==> src/design/scg_params.svh <==
// scg_params.svh: offsets, field positions, reset values and timing counts
// assumes inclusion by each design module of the sleep clock gating block
`ifndef SCG_PARAMS_SVH
`define SCG_PARAMS_SVH

// ==========================================
// address map (byte offsets from the base)
`define SCG_BASE_ADDR   32'h400FE000
`define SCG_OFS_CFG     12'h060
`define SCG_OFS_RUN     12'h100
`define SCG_OFS_SLEEP   12'h110
`define SCG_OFS_DEEP    12'h120
`define SCG_OFS_STAT    12'h140
`define SCG_OFS_MASK    12'h144

// ==========================================
// gating register layout
`define SCG_BIT_WDT     3
`define SCG_BIT_HIB     6
`define SCG_BIT_CONV    16
`define SCG_SPD_LSB     8
`define SCG_SPD_MSB     9
`define SCG_GATE_RST    32'h00000040
`define SCG_GATE_WMASK  32'h00010348
`define SCG_CFG_ACG_BIT 0
`define SCG_IRQ_FAULT   0
`define SCG_IRQ_MODE    1

// ==========================================
// avalon responses
`define SCG_RESP_OK     2'h0
`define SCG_RESP_ERR    2'h2

// ==========================================
// converter sample periods
`define SCG_CLK_NS      10
`define SCG_T500K_NS    2000
`define SCG_T250K_NS    4000
`define SCG_T125K_NS    8000
`define SCG_CYC_500K    10'((`SCG_T500K_NS) / (`SCG_CLK_NS))
`define SCG_CYC_250K    10'((`SCG_T250K_NS) / (`SCG_CLK_NS))
`define SCG_CYC_125K    10'((`SCG_T125K_NS) / (`SCG_CLK_NS))

`endif

==> src/design/scg_pkg.sv <==
// scg_pkg: types shared by the sleep clock gating block
// assumes nothing beyond a SystemVerilog compiler
package scg_pkg;

  // power state whose gating register drives the unit clocks
  typedef enum logic [1:0] {
    scg_mode_run,
    scg_mode_sleep,
    scg_mode_deep
  } scg_mode_t;

  // converter sample speed field encoding
  typedef enum logic [1:0] {
    scg_spd_125k,
    scg_spd_250k,
    scg_spd_500k,
    scg_spd_rsvd
  } scg_speed_t;

endpackage : scg_pkg

==> src/design/scg_gate_sel.sv <==
// scg_gate_sel: picks the gating word that applies in the current power state
// assumes sleep and deep-sleep indications come from logic on the same clock
`include "scg_params.svh"

module scg_gate_sel
  import scg_pkg::*;
(
  // gating words
  input  wire logic [31:0] run_gate,
  input  wire logic [31:0] sleep_gate,
  input  wire logic [31:0] deep_gate,
  // power state
  input  wire logic        auto_gate,
  input  wire logic        cpu_sleep,
  input  wire logic        cpu_deep_sleep,
  // selection
  output scg_mode_t        sel_mode,
  output logic      [31:0] sel_gate
);

  // ==========================================
  // selection
  always_comb begin
    sel_mode = scg_mode_run;
    if (auto_gate && cpu_deep_sleep) begin
      sel_mode = scg_mode_deep;
    end else if (auto_gate && cpu_sleep) begin
      sel_mode = scg_mode_sleep;
    end
  end

  always_comb begin
    case (sel_mode)
      scg_mode_sleep: sel_gate = sleep_gate;
      scg_mode_deep:  sel_gate = deep_gate;
      default:        sel_gate = run_gate;
    endcase
  end

endmodule : scg_gate_sel

==> src/design/scg_top.sv <==
// scg_top: run, sleep and deep-sleep clock gating registers and unit clock enables
// assumes one 100 MHz clock shared with the Avalon-MM master and the unit fabric
//
// What this block does
// - a gating bit at one gives its unit a clock so that it runs normally.
// - a gating bit at zero stops the unit clock and any access to that unit faults.
// - every gating bit resets to zero except the hibernation bit, so the word resets to 0x40.
// - the sleep gating register is a 32-bit word at offset 0x110 of the system control base.
// - separate run, sleep and deep-sleep gating registers each serve their power state.
// - the sleep gating registers apply only while the automatic gating select is set.
// - hibernation bit 6, watchdog bit 3 and speed bits 9:8 are writable, other low bits read 0.
// - bit 16 gates the converter clock, and converter accesses fault while it is zero.
// - the speed field selects 500K, 250K or 125K samples per second for codes 2, 1 and 0.
//
// Design decision made here: the Avalon-MM register port.
`include "scg_params.svh"

module scg_top
  import scg_pkg::*;
(
  // clock and reset
  input  wire logic        clk,
  input  wire logic        rstn,
  // avalon-mm slave
  input  wire logic [11:0] avs_address,
  input  wire logic        avs_read,
  input  wire logic        avs_write,
  input  wire logic [31:0] avs_writedata,
  input  wire logic [3:0]  avs_byteenable,
  output logic      [31:0] avs_readdata,
  output logic      [1:0]  avs_response,
  output logic             avs_waitrequest,
  // processor power state
  input  wire logic        cpu_sleep,
  input  wire logic        cpu_deep_sleep,
  // unit access strobes: 0 watchdog, 1 hibernation, 2 converter
  input  wire logic [2:0]  unit_access,
  // unit clock controls
  output logic      [2:0]  unit_clk_en,
  output logic      [2:0]  unit_bus_fault,
  output logic      [1:0]  conv_sample_speed,
  output logic      [9:0]  conv_sample_cycles,
  // interrupt
  output logic             irq
);

  // ==========================================
  // functions
  function automatic logic [31:0] scg_merge(input logic [31:0] old,
                                            input logic [31:0] wd,
                                            input logic [3:0]  be);
    logic [31:0] m;
    m = old;
    for (int i = 0; i < 4; i++) begin
      if (be[i]) begin
        m[8*i +: 8] = wd[8*i +: 8];
      end
    end
    return m;
  endfunction : scg_merge

  // a speed above the top rate is held at the top rate
  function automatic logic [31:0] scg_gate_wr(input logic [31:0] old,
                                              input logic [31:0] wd,
                                              input logic [3:0]  be);
    logic [31:0] v;
    v = scg_merge(old, wd, be) & `SCG_GATE_WMASK;
    if (v[`SCG_SPD_MSB:`SCG_SPD_LSB] == 2'h3) begin
      v[`SCG_SPD_MSB:`SCG_SPD_LSB] = 2'h2;
    end
    return v;
  endfunction : scg_gate_wr

  function automatic logic [9:0] scg_period(input logic [1:0] spd);
    case (scg_speed_t'(spd))
      scg_spd_500k: scg_period = `SCG_CYC_500K;
      scg_spd_250k: scg_period = `SCG_CYC_250K;
      default:      scg_period = `SCG_CYC_125K;
    endcase
  endfunction : scg_period

  function automatic logic [2:0] scg_units(input logic [31:0] g);
    return {g[`SCG_BIT_CONV], g[`SCG_BIT_HIB], g[`SCG_BIT_WDT]};
  endfunction : scg_units

  // ==========================================
  // state
  logic [31:0] run_gate;
  logic [31:0] sleep_gate;
  logic [31:0] deep_gate;
  logic        auto_gate;
  logic [1:0]  irq_status;
  logic [1:0]  irq_mask;
  scg_mode_t   mode_q;

  logic [31:0] next_run_gate;
  logic [31:0] next_sleep_gate;
  logic [31:0] next_deep_gate;
  logic        next_auto_gate;
  logic [1:0]  next_irq_status;
  logic [1:0]  next_irq_mask;
  logic [31:0] next_readdata;
  logic [1:0]  next_response;
  logic        next_waitrequest;
  logic [2:0]  next_unit_clk_en;
  logic [2:0]  next_unit_bus_fault;
  logic [1:0]  next_speed;
  logic [9:0]  next_cycles;
  logic        next_irq;

  scg_mode_t   sel_mode;
  logic [31:0] sel_gate;
  logic        req;
  logic        wr_done;
  logic        hit;
  logic [31:0] rd_mux;
  logic [1:0]  events;

  // ==========================================
  // gating selection per power state
  scg_gate_sel u_sel (
    .run_gate       (run_gate),
    .sleep_gate     (sleep_gate),
    .deep_gate      (deep_gate),
    .auto_gate      (auto_gate),
    .cpu_sleep      (cpu_sleep),
    .cpu_deep_sleep (cpu_deep_sleep),
    .sel_mode       (sel_mode),
    .sel_gate       (sel_gate)
  );

  // ==========================================
  // register read decode
  always_comb begin
    hit    = 1'b1;
    rd_mux = 32'h00000000;
    case (avs_address)
      `SCG_OFS_RUN:   rd_mux = run_gate;
      `SCG_OFS_SLEEP: rd_mux = sleep_gate;
      `SCG_OFS_DEEP:  rd_mux = deep_gate;
      `SCG_OFS_CFG:   rd_mux[`SCG_CFG_ACG_BIT] = auto_gate;
      `SCG_OFS_STAT:  rd_mux[1:0] = irq_status;
      `SCG_OFS_MASK:  rd_mux[1:0] = irq_mask;
      default:        hit = 1'b0;
    endcase
  end

  // ==========================================
  // bus handshake and register writes
  // one idle cycle of waitrequest per access keeps readdata a plain flop
  always_comb begin
    req              = avs_read || avs_write;
    wr_done          = avs_write && !avs_waitrequest;
    next_waitrequest = !(req && avs_waitrequest);
    next_readdata    = avs_readdata;
    next_response    = avs_response;
    next_run_gate    = run_gate;
    next_sleep_gate  = sleep_gate;
    next_deep_gate   = deep_gate;
    next_auto_gate   = auto_gate;
    next_irq_mask    = irq_mask;
    if (req && avs_waitrequest) begin
      next_readdata = avs_read ? rd_mux : 32'h00000000;
      next_response = hit ? `SCG_RESP_OK : `SCG_RESP_ERR;
    end
    if (wr_done) begin
      case (avs_address)
        `SCG_OFS_RUN: begin
          next_run_gate = scg_gate_wr(run_gate, avs_writedata, avs_byteenable);
        end
        `SCG_OFS_SLEEP: begin
          next_sleep_gate = scg_gate_wr(sleep_gate, avs_writedata, avs_byteenable);
        end
        `SCG_OFS_DEEP: begin
          next_deep_gate = scg_gate_wr(deep_gate, avs_writedata, avs_byteenable);
        end
        `SCG_OFS_CFG: begin
          if (avs_byteenable[0]) begin
            next_auto_gate = avs_writedata[`SCG_CFG_ACG_BIT];
          end
        end
        `SCG_OFS_MASK: begin
          if (avs_byteenable[0]) begin
            next_irq_mask = avs_writedata[1:0];
          end
        end
        default: begin
        end
      endcase
    end
  end

  // ==========================================
  // unit clocks, faults and converter rate
  always_comb begin
    next_unit_clk_en    = scg_units(sel_gate);
    next_unit_bus_fault = unit_access & ~unit_clk_en;
    next_speed          = sel_gate[`SCG_SPD_MSB:`SCG_SPD_LSB];
    next_cycles         = scg_period(next_speed);
  end

  // ==========================================
  // interrupt status, set wins over a write-one clear
  always_comb begin
    events                = 2'b00;
    events[`SCG_IRQ_FAULT] = |next_unit_bus_fault;
    events[`SCG_IRQ_MODE]  = sel_mode != mode_q;
    next_irq_status       = irq_status;
    if (wr_done && avs_address == `SCG_OFS_STAT && avs_byteenable[0]) begin
      next_irq_status = irq_status & ~avs_writedata[1:0];
    end
    next_irq_status = next_irq_status | events;
    next_irq        = |(next_irq_status & next_irq_mask);
  end

  // ==========================================
  // registers
  always_ff @(posedge clk or negedge rstn) begin
    if (!rstn) begin
      run_gate           <= `SCG_GATE_RST;
      sleep_gate         <= `SCG_GATE_RST;
      deep_gate          <= `SCG_GATE_RST;
      auto_gate          <= 1'b0;
      irq_status         <= 2'b00;
      irq_mask           <= 2'b00;
      mode_q             <= scg_mode_run;
      avs_readdata       <= 32'h00000000;
      avs_response       <= `SCG_RESP_OK;
      avs_waitrequest    <= 1'b1;
      unit_clk_en        <= 3'h2;
      unit_bus_fault     <= 3'h0;
      conv_sample_speed  <= 2'h0;
      conv_sample_cycles <= `SCG_CYC_125K;
      irq                <= 1'b0;
    end else begin
      run_gate           <= next_run_gate;
      sleep_gate         <= next_sleep_gate;
      deep_gate          <= next_deep_gate;
      auto_gate          <= next_auto_gate;
      irq_status         <= next_irq_status;
      irq_mask           <= next_irq_mask;
      mode_q             <= sel_mode;
      avs_readdata       <= next_readdata;
      avs_response       <= next_response;
      avs_waitrequest    <= next_waitrequest;
      unit_clk_en        <= next_unit_clk_en;
      unit_bus_fault     <= next_unit_bus_fault;
      conv_sample_speed  <= next_speed;
      conv_sample_cycles <= next_cycles;
      irq                <= next_irq;
    end
  end

  logic post_rst;
  always_ff @(posedge clk or negedge rstn) begin
    if (!rstn) begin
      post_rst <= 1'b0;
    end else begin
      post_rst <= 1'b1;
    end
  end
endmodule : scg_top

==> config.mk <==
export PLATFORM = sky130hd
export DESIGN_NAME = scg_top
export DESIGN_NICKNAME = d
export VERILOG_FILES = /design/src/design/scg_pkg.sv /design/src/design/scg_gate_sel.sv /design/src/design/scg_top.sv
export VERILOG_INCLUDE_DIRS = /design/src /design/src/design
export SDC_FILE = /design/constraint.sdc
export NUM_CORES = 1
export LEC_CHECK = 0
export BUFFER_PORTS_ARGS = -buffer_cell sky130_fd_sc_hd__buf_2
export CORE_MARGIN = 8
export CORE_UTILIZATION = 51
export CTS_CLUSTER_DIAMETER = 80
export DETAILED_ROUTE_END_ITERATION = 6
export PLACE_DENSITY = 0.82
export SLEW_MARGIN = 20
export SYNTH_ARGS = -nofsm -noshare
export SYNTH_HDL_FRONTEND = slang
export SYNTH_HIERARCHICAL = 1
export SYNTH_SLANG_ARGS = --single-unit
==> constraint.sdc <==
create_clock -name clk -period 2.1 [get_ports clk]
set_input_delay 0.21 -clock clk [delete_from_list [all_inputs] [get_ports clk]]
set_output_delay 0.21 -clock clk [all_outputs]
set_load 0.05 [all_outputs]
### After elaboration in Yosys (flattened, before gate mapping)

Cells that the tools add are included.

| storage, ports and cells | value |
|---|---|
| bits in registers | 76 |
| input port bits | 57 |
| output and inout port bits | 54 |
| logic and storage cells | 89 |

| operators by class | value |
|---|---|
| eq/ne operators | 14 |
| muxes and demuxes | 26 |
| bitwise gates (word level) | 6 |
| reductions and logical operators | 22 |

Operator list:

| kind | number |
|---|---|
| $eq A12 B9 Y1 const B | 5 |
| $pmux W15 S3 | 1 |
| $mux W2 | 18 |
| $pmux W17 S2 | 1 |
| $mux W32 | 1 |
| $reduce_and A3 Y1 | 7 |
| $pmux W10 S2 | 1 |
| $eq A12 B7 Y1 const B | 1 |
| $eq A2 B2 Y1 const B | 5 |
| $logic_and A1 B1 Y1 | 6 |
| $reduce_and A2 Y1 | 3 |
| $reduce_or A6 Y1 | 1 |
| $and A2 B2 Y2 | 2 |
| $eq A2 B1 Y1 const B | 2 |
| $and A3 B3 Y3 | 1 |
| $not A3 Y3 | 1 |
| $pmux W1 S3 | 1 |
| $reduce_or A3 Y1 | 1 |
| $logic_not A1 Y1 | 2 |
| $mux W1 | 2 |
| $ne A2 B2 Y1 | 1 |
| $not A2 Y2 | 1 |
| $or A2 B2 Y2 | 1 |
| $pmux W1 S2 | 1 |
| 2 further kinds | 2 |

### Depth between registers and ports, before layout

| depth | value |
|---|---|
| word-level depth | 8 |
| mapped depth | 8 |
| gate-level depth less buffers | 6 |

### By module

Netlist, hierarchy kept.

By module, submodules not included:

| module | times used | cells an instance | area an instance (µm²) | sequential area each (µm²) |
|---|---|---|---|---|
| scg_top | 1 | 203 | 2229.6 | 1134.8 |
| scg_gate_sel | 1 | 153 | 969.7 | 0.0 |

### Least setup slack after synthesis

OpenSTA, ideal clock, no wires.

| path | value |
|---|---|
| kind | register to register |
| start | register avs_waitrequest |
| end | register deep_gate[16] |
| setup time | 0.125 ns |
| data arrival time | 1.626 ns |
| required time | 1.975 ns |
| path slack | 0.350 ns |
| stages on the path, launching flop included | 7 |
| buffers on the path | 2 |
| period minus slack after synthesis | 1.750 ns |
| path through | dfstp_2 nor2b_1 and4_1 buf_6 buf_8 nand3_1 mux2_2 |

| between the ends | value |
|---|---|
| longest elaborated chain between the ends | 3 |

RTL lines:

| what | line | text |
|---|---|---|
| from (decl) | scg_top.sv:32 | `output logic avs_waitrequest,` |
| from (signal assigned) | scg_top.sv:245 | `avs_waitrequest <= next_waitrequest;` |
| $logic_not A1 Y1 | scg_top.sv:153 | `wr_done = avs_write && !avs_waitrequest;` |
| $logic_and A1 B1 Y1 | scg_top.sv:153 |  |
| $reduce_and A3 Y1 (no source line) | - |  |
| to (signal assigned) | scg_top.sv:222 | `` deep_gate <= `SCG_GATE_RST; `` |
| to (signal assigned) | scg_top.sv:238 | `deep_gate <= next_deep_gate;` |
| to (decl) | scg_top.sv:90 | `logic [31:0] deep_gate;` |

Every way passes these cells.
A chain may end at the register's enable or synchronous reset.

### Final worst setup path

| path | value |
|---|---|
| start | register avs_waitrequest |
| end | register deep_gate[3] |

The elaborated chain is that of the path after synthesis.

==> summary.md <==
| Metric | Value |
|---|---|
| Status | complete, but fails checks |
| Failing checks | hold timing |
| Pins Over Slew Limit | 0 |
| CTS buffer count | 5 |
| Worst endpoint required time | around 2.3 ns |
| CP endpoint | deep_gate[3] |
| Min-delay worst type | input pin to asynchronous set/reset pin |
| Total routed wirelength | approximately 5.2 mm |
| DRC violations left | 0 |
| Reg-to-reg setup timing slack | 0.41 ns |
| Clock buffer depth | 2 |
| Final std cells w/o fill | 354 |
| Worst path arrival time | between 1.5 and 2 ns |
| Setup violators final | 0 |
| Max VDD drop | about 0.48 mV |
| Post-route cell area | 2730 sq um |
| Clock Skew | 0.00738 ns |
| Die span in y | around 86 microns |
| Placed Cells | between 300 and 400 |
| Placed Area | about 2600 sq um |
| Syn Inst Count | between 200 and 250 |
| Clk slew on worst S/H paths | about 0.080 ns |
| P&R area growth vs syn | 9.81% |
| Synth warn | 6 |
| ANT cells | 0 |
| Port-buffer cells | 55 |
| Max FO, Critical Path | 12 |
| Std cell rows | 25 |
| Met2 GRT Util | roughly a quarter |
| Layout Nets | ~350 |
| CTS tree | built |
| Post-CTS setup buffer count | 0 |
| Reg2reg path depth | 4 |
| Final worst path period need | about 1.7 ns |
| Initial antenna violation count | 0 |
| Lkg Pwr | between 1 and 1.5 nW |
| CTS Sinks | 45 |
| Max-Cap Viols | 0 |
| Hold Buf Count CTS | 0 |
| Initial core utilization | 52.7% |
| Avg Inst Size Synth | approximately 10 sq um |
| Setup CP Type | flop to flop |
| Root Driver | clkbuf_8 |
| Worst Setup Start Kind | flop |
| Crit end category | flop |
| Total die area | between 7000 and 8000 sq um |
| Busiest grt layer | met2 |
| Tot GR Track Use | around 15% |
| Iter 0 DRT Violations | a little under 80 |
| 1st-pass router iterations | 4 |
| Fin Hold WS | -0.0143 ns |
| Met3 Track Usage GR | between 5 and 6% |
| Vias per cell | roughly 5 |
| Post-layout total power | about 0.0018 W |
| Core region area | around 4700 sq um |
| Headroom to the max-slew limit | about 57% |
| TNS Setup | 0 ns |
| Post-route ant nets | 0 |
| Power Density | ~670 nW/um^2 |
| DR vias | between 1500 and 2000 |
| Fin. Hold Viols | 38 |
| RSZ-0062 raised after global routing | false |
| Die W | between 80 and 90 microns |
| Grt ovf | 0 |
| GP Congestion | approximately 0.9 |
| Largest net degree at the start of global routing | 46 |
| Crit path from | avs_waitrequest |
| Routed len/inst | around 15 microns |
| Share of cells above drive strength 1 | between 30% and 40% |
| Vias in the first global route | between 1500 and 2000 |
| Critical R2R Launch | avs_waitrequest |
| I/O Pins | ~110 |
| Fillers | around 410 |
| Peak Freq | ~0.59 GHz |
| GR Util met1 | 16.6% |
| R2R Path End | deep_gate[3] |
| Clock Latency Late Sink | 0.30 ns |
| Worst Max-Slew Pin Slew | 0.644 ns |
| Global-route wire length before repair | between 8 and 9 mm |
| H-Tree Depth | 2 |
| Post-DP HPWL | about 4.1 mm |
| Cell Area, Synth | between 2000 and 2500 sq um |
| Tcrit/Tclk final | 80.5% |
| CTS-repair resized insts | 0 |
-- metrics by stage --
| stage | setup slack, ns | utilization [%] |
|---|---|---|
| 3_5_place_dp | 0.288 | 55.4 |
| 6_report | 0.410 | 57.8 |
| 5_1_grt | 0.263 | 57.8 |
| 3_3_place_gp | 0.275 | 55.4 |
| 4_1_cts | 0.429 | 57.8 |
| 2_1_floorplan | 0.350 | - |
-- layout make-up --
| type | count | area, sq um | share of cell area (%) |
|---|---|---|---|
| sequential | 45 | 1130 | 41.5 |
| inverter | 9 | 33.8 | 1.24 |
| clock buffer | 7 | 86.3 | 3.16 |
| tap | 67 | 83.8 | 3.07 |
| timing repair buffer | 60 | 313 | 11.5 |
| clock inverter | 1 | 30.0 | 1.10 |
| multi-input combinational | 165 | 1050 | 38.4 |
-- critical path: stages, from the launching register on --
cell and delay (ns):
dfstp_2 0.40, nor2b_1 0.19, and4_1 0.49, nand3_1 0.19
mux2_2 0.31
-- per-layer routing --
layer	part of all wire [%]	routed length, microns
met1	41	2130
met2	48	2490
met3	9.7	504
met4	1.7	90
met5	0	0
-- layout by cell type, fill, tap and decap left out, drive strengths merged, types with 3 or more instances in the layout --
cell type / instances
a21oi: 5
clkbuf: 7
mux2: 12
dfstp: 7
nor3: 17
o22ai: 5
nor2: 10
mux2i: 9
ha: 3
inv: 9
nand3: 14
conb: 29
o211ai: 3
nor2b: 6
o2bb2ai: 3
dfrtp: 38
buf: 60
o21ai: 8
o31ai: 3
nand2: 18
-- state kept, by name, indices dropped and copies added, names as in the netlist --
name	flops
run_gate	5
irq_mask	2
avs_waitrequest	1
conv_sample_cycles	5
auto_gate	1
deep_gate	5
irq_status	2
avs_response	1
irq	1
unit_clk_en	3
avs_readdata	7
unit_bus_fault	3
conv_sample_speed	2
mode_q	2
sleep_gate	5
-- where the power goes --
part,switching [W],internal (W)
Combinational,0.000227,0.0000503
Clock,0.000283,0.000388
Sequential,0.00000634,0.000878
-- worst min path at each step --
stage,from,end,slack [ns],cells past startpoint
floorplan,rstn,auto_gate,-0.09,0
global placement,rstn,irq,0.32,2
detailed placement,rstn,irq,0.32,2
CTS,rstn,irq,0.006,2
global route,rstn,irq_mask[0],0.04,2
finish,rstn,irq_mask[0],-0.01,2
(Power assumes the default switching activity.)
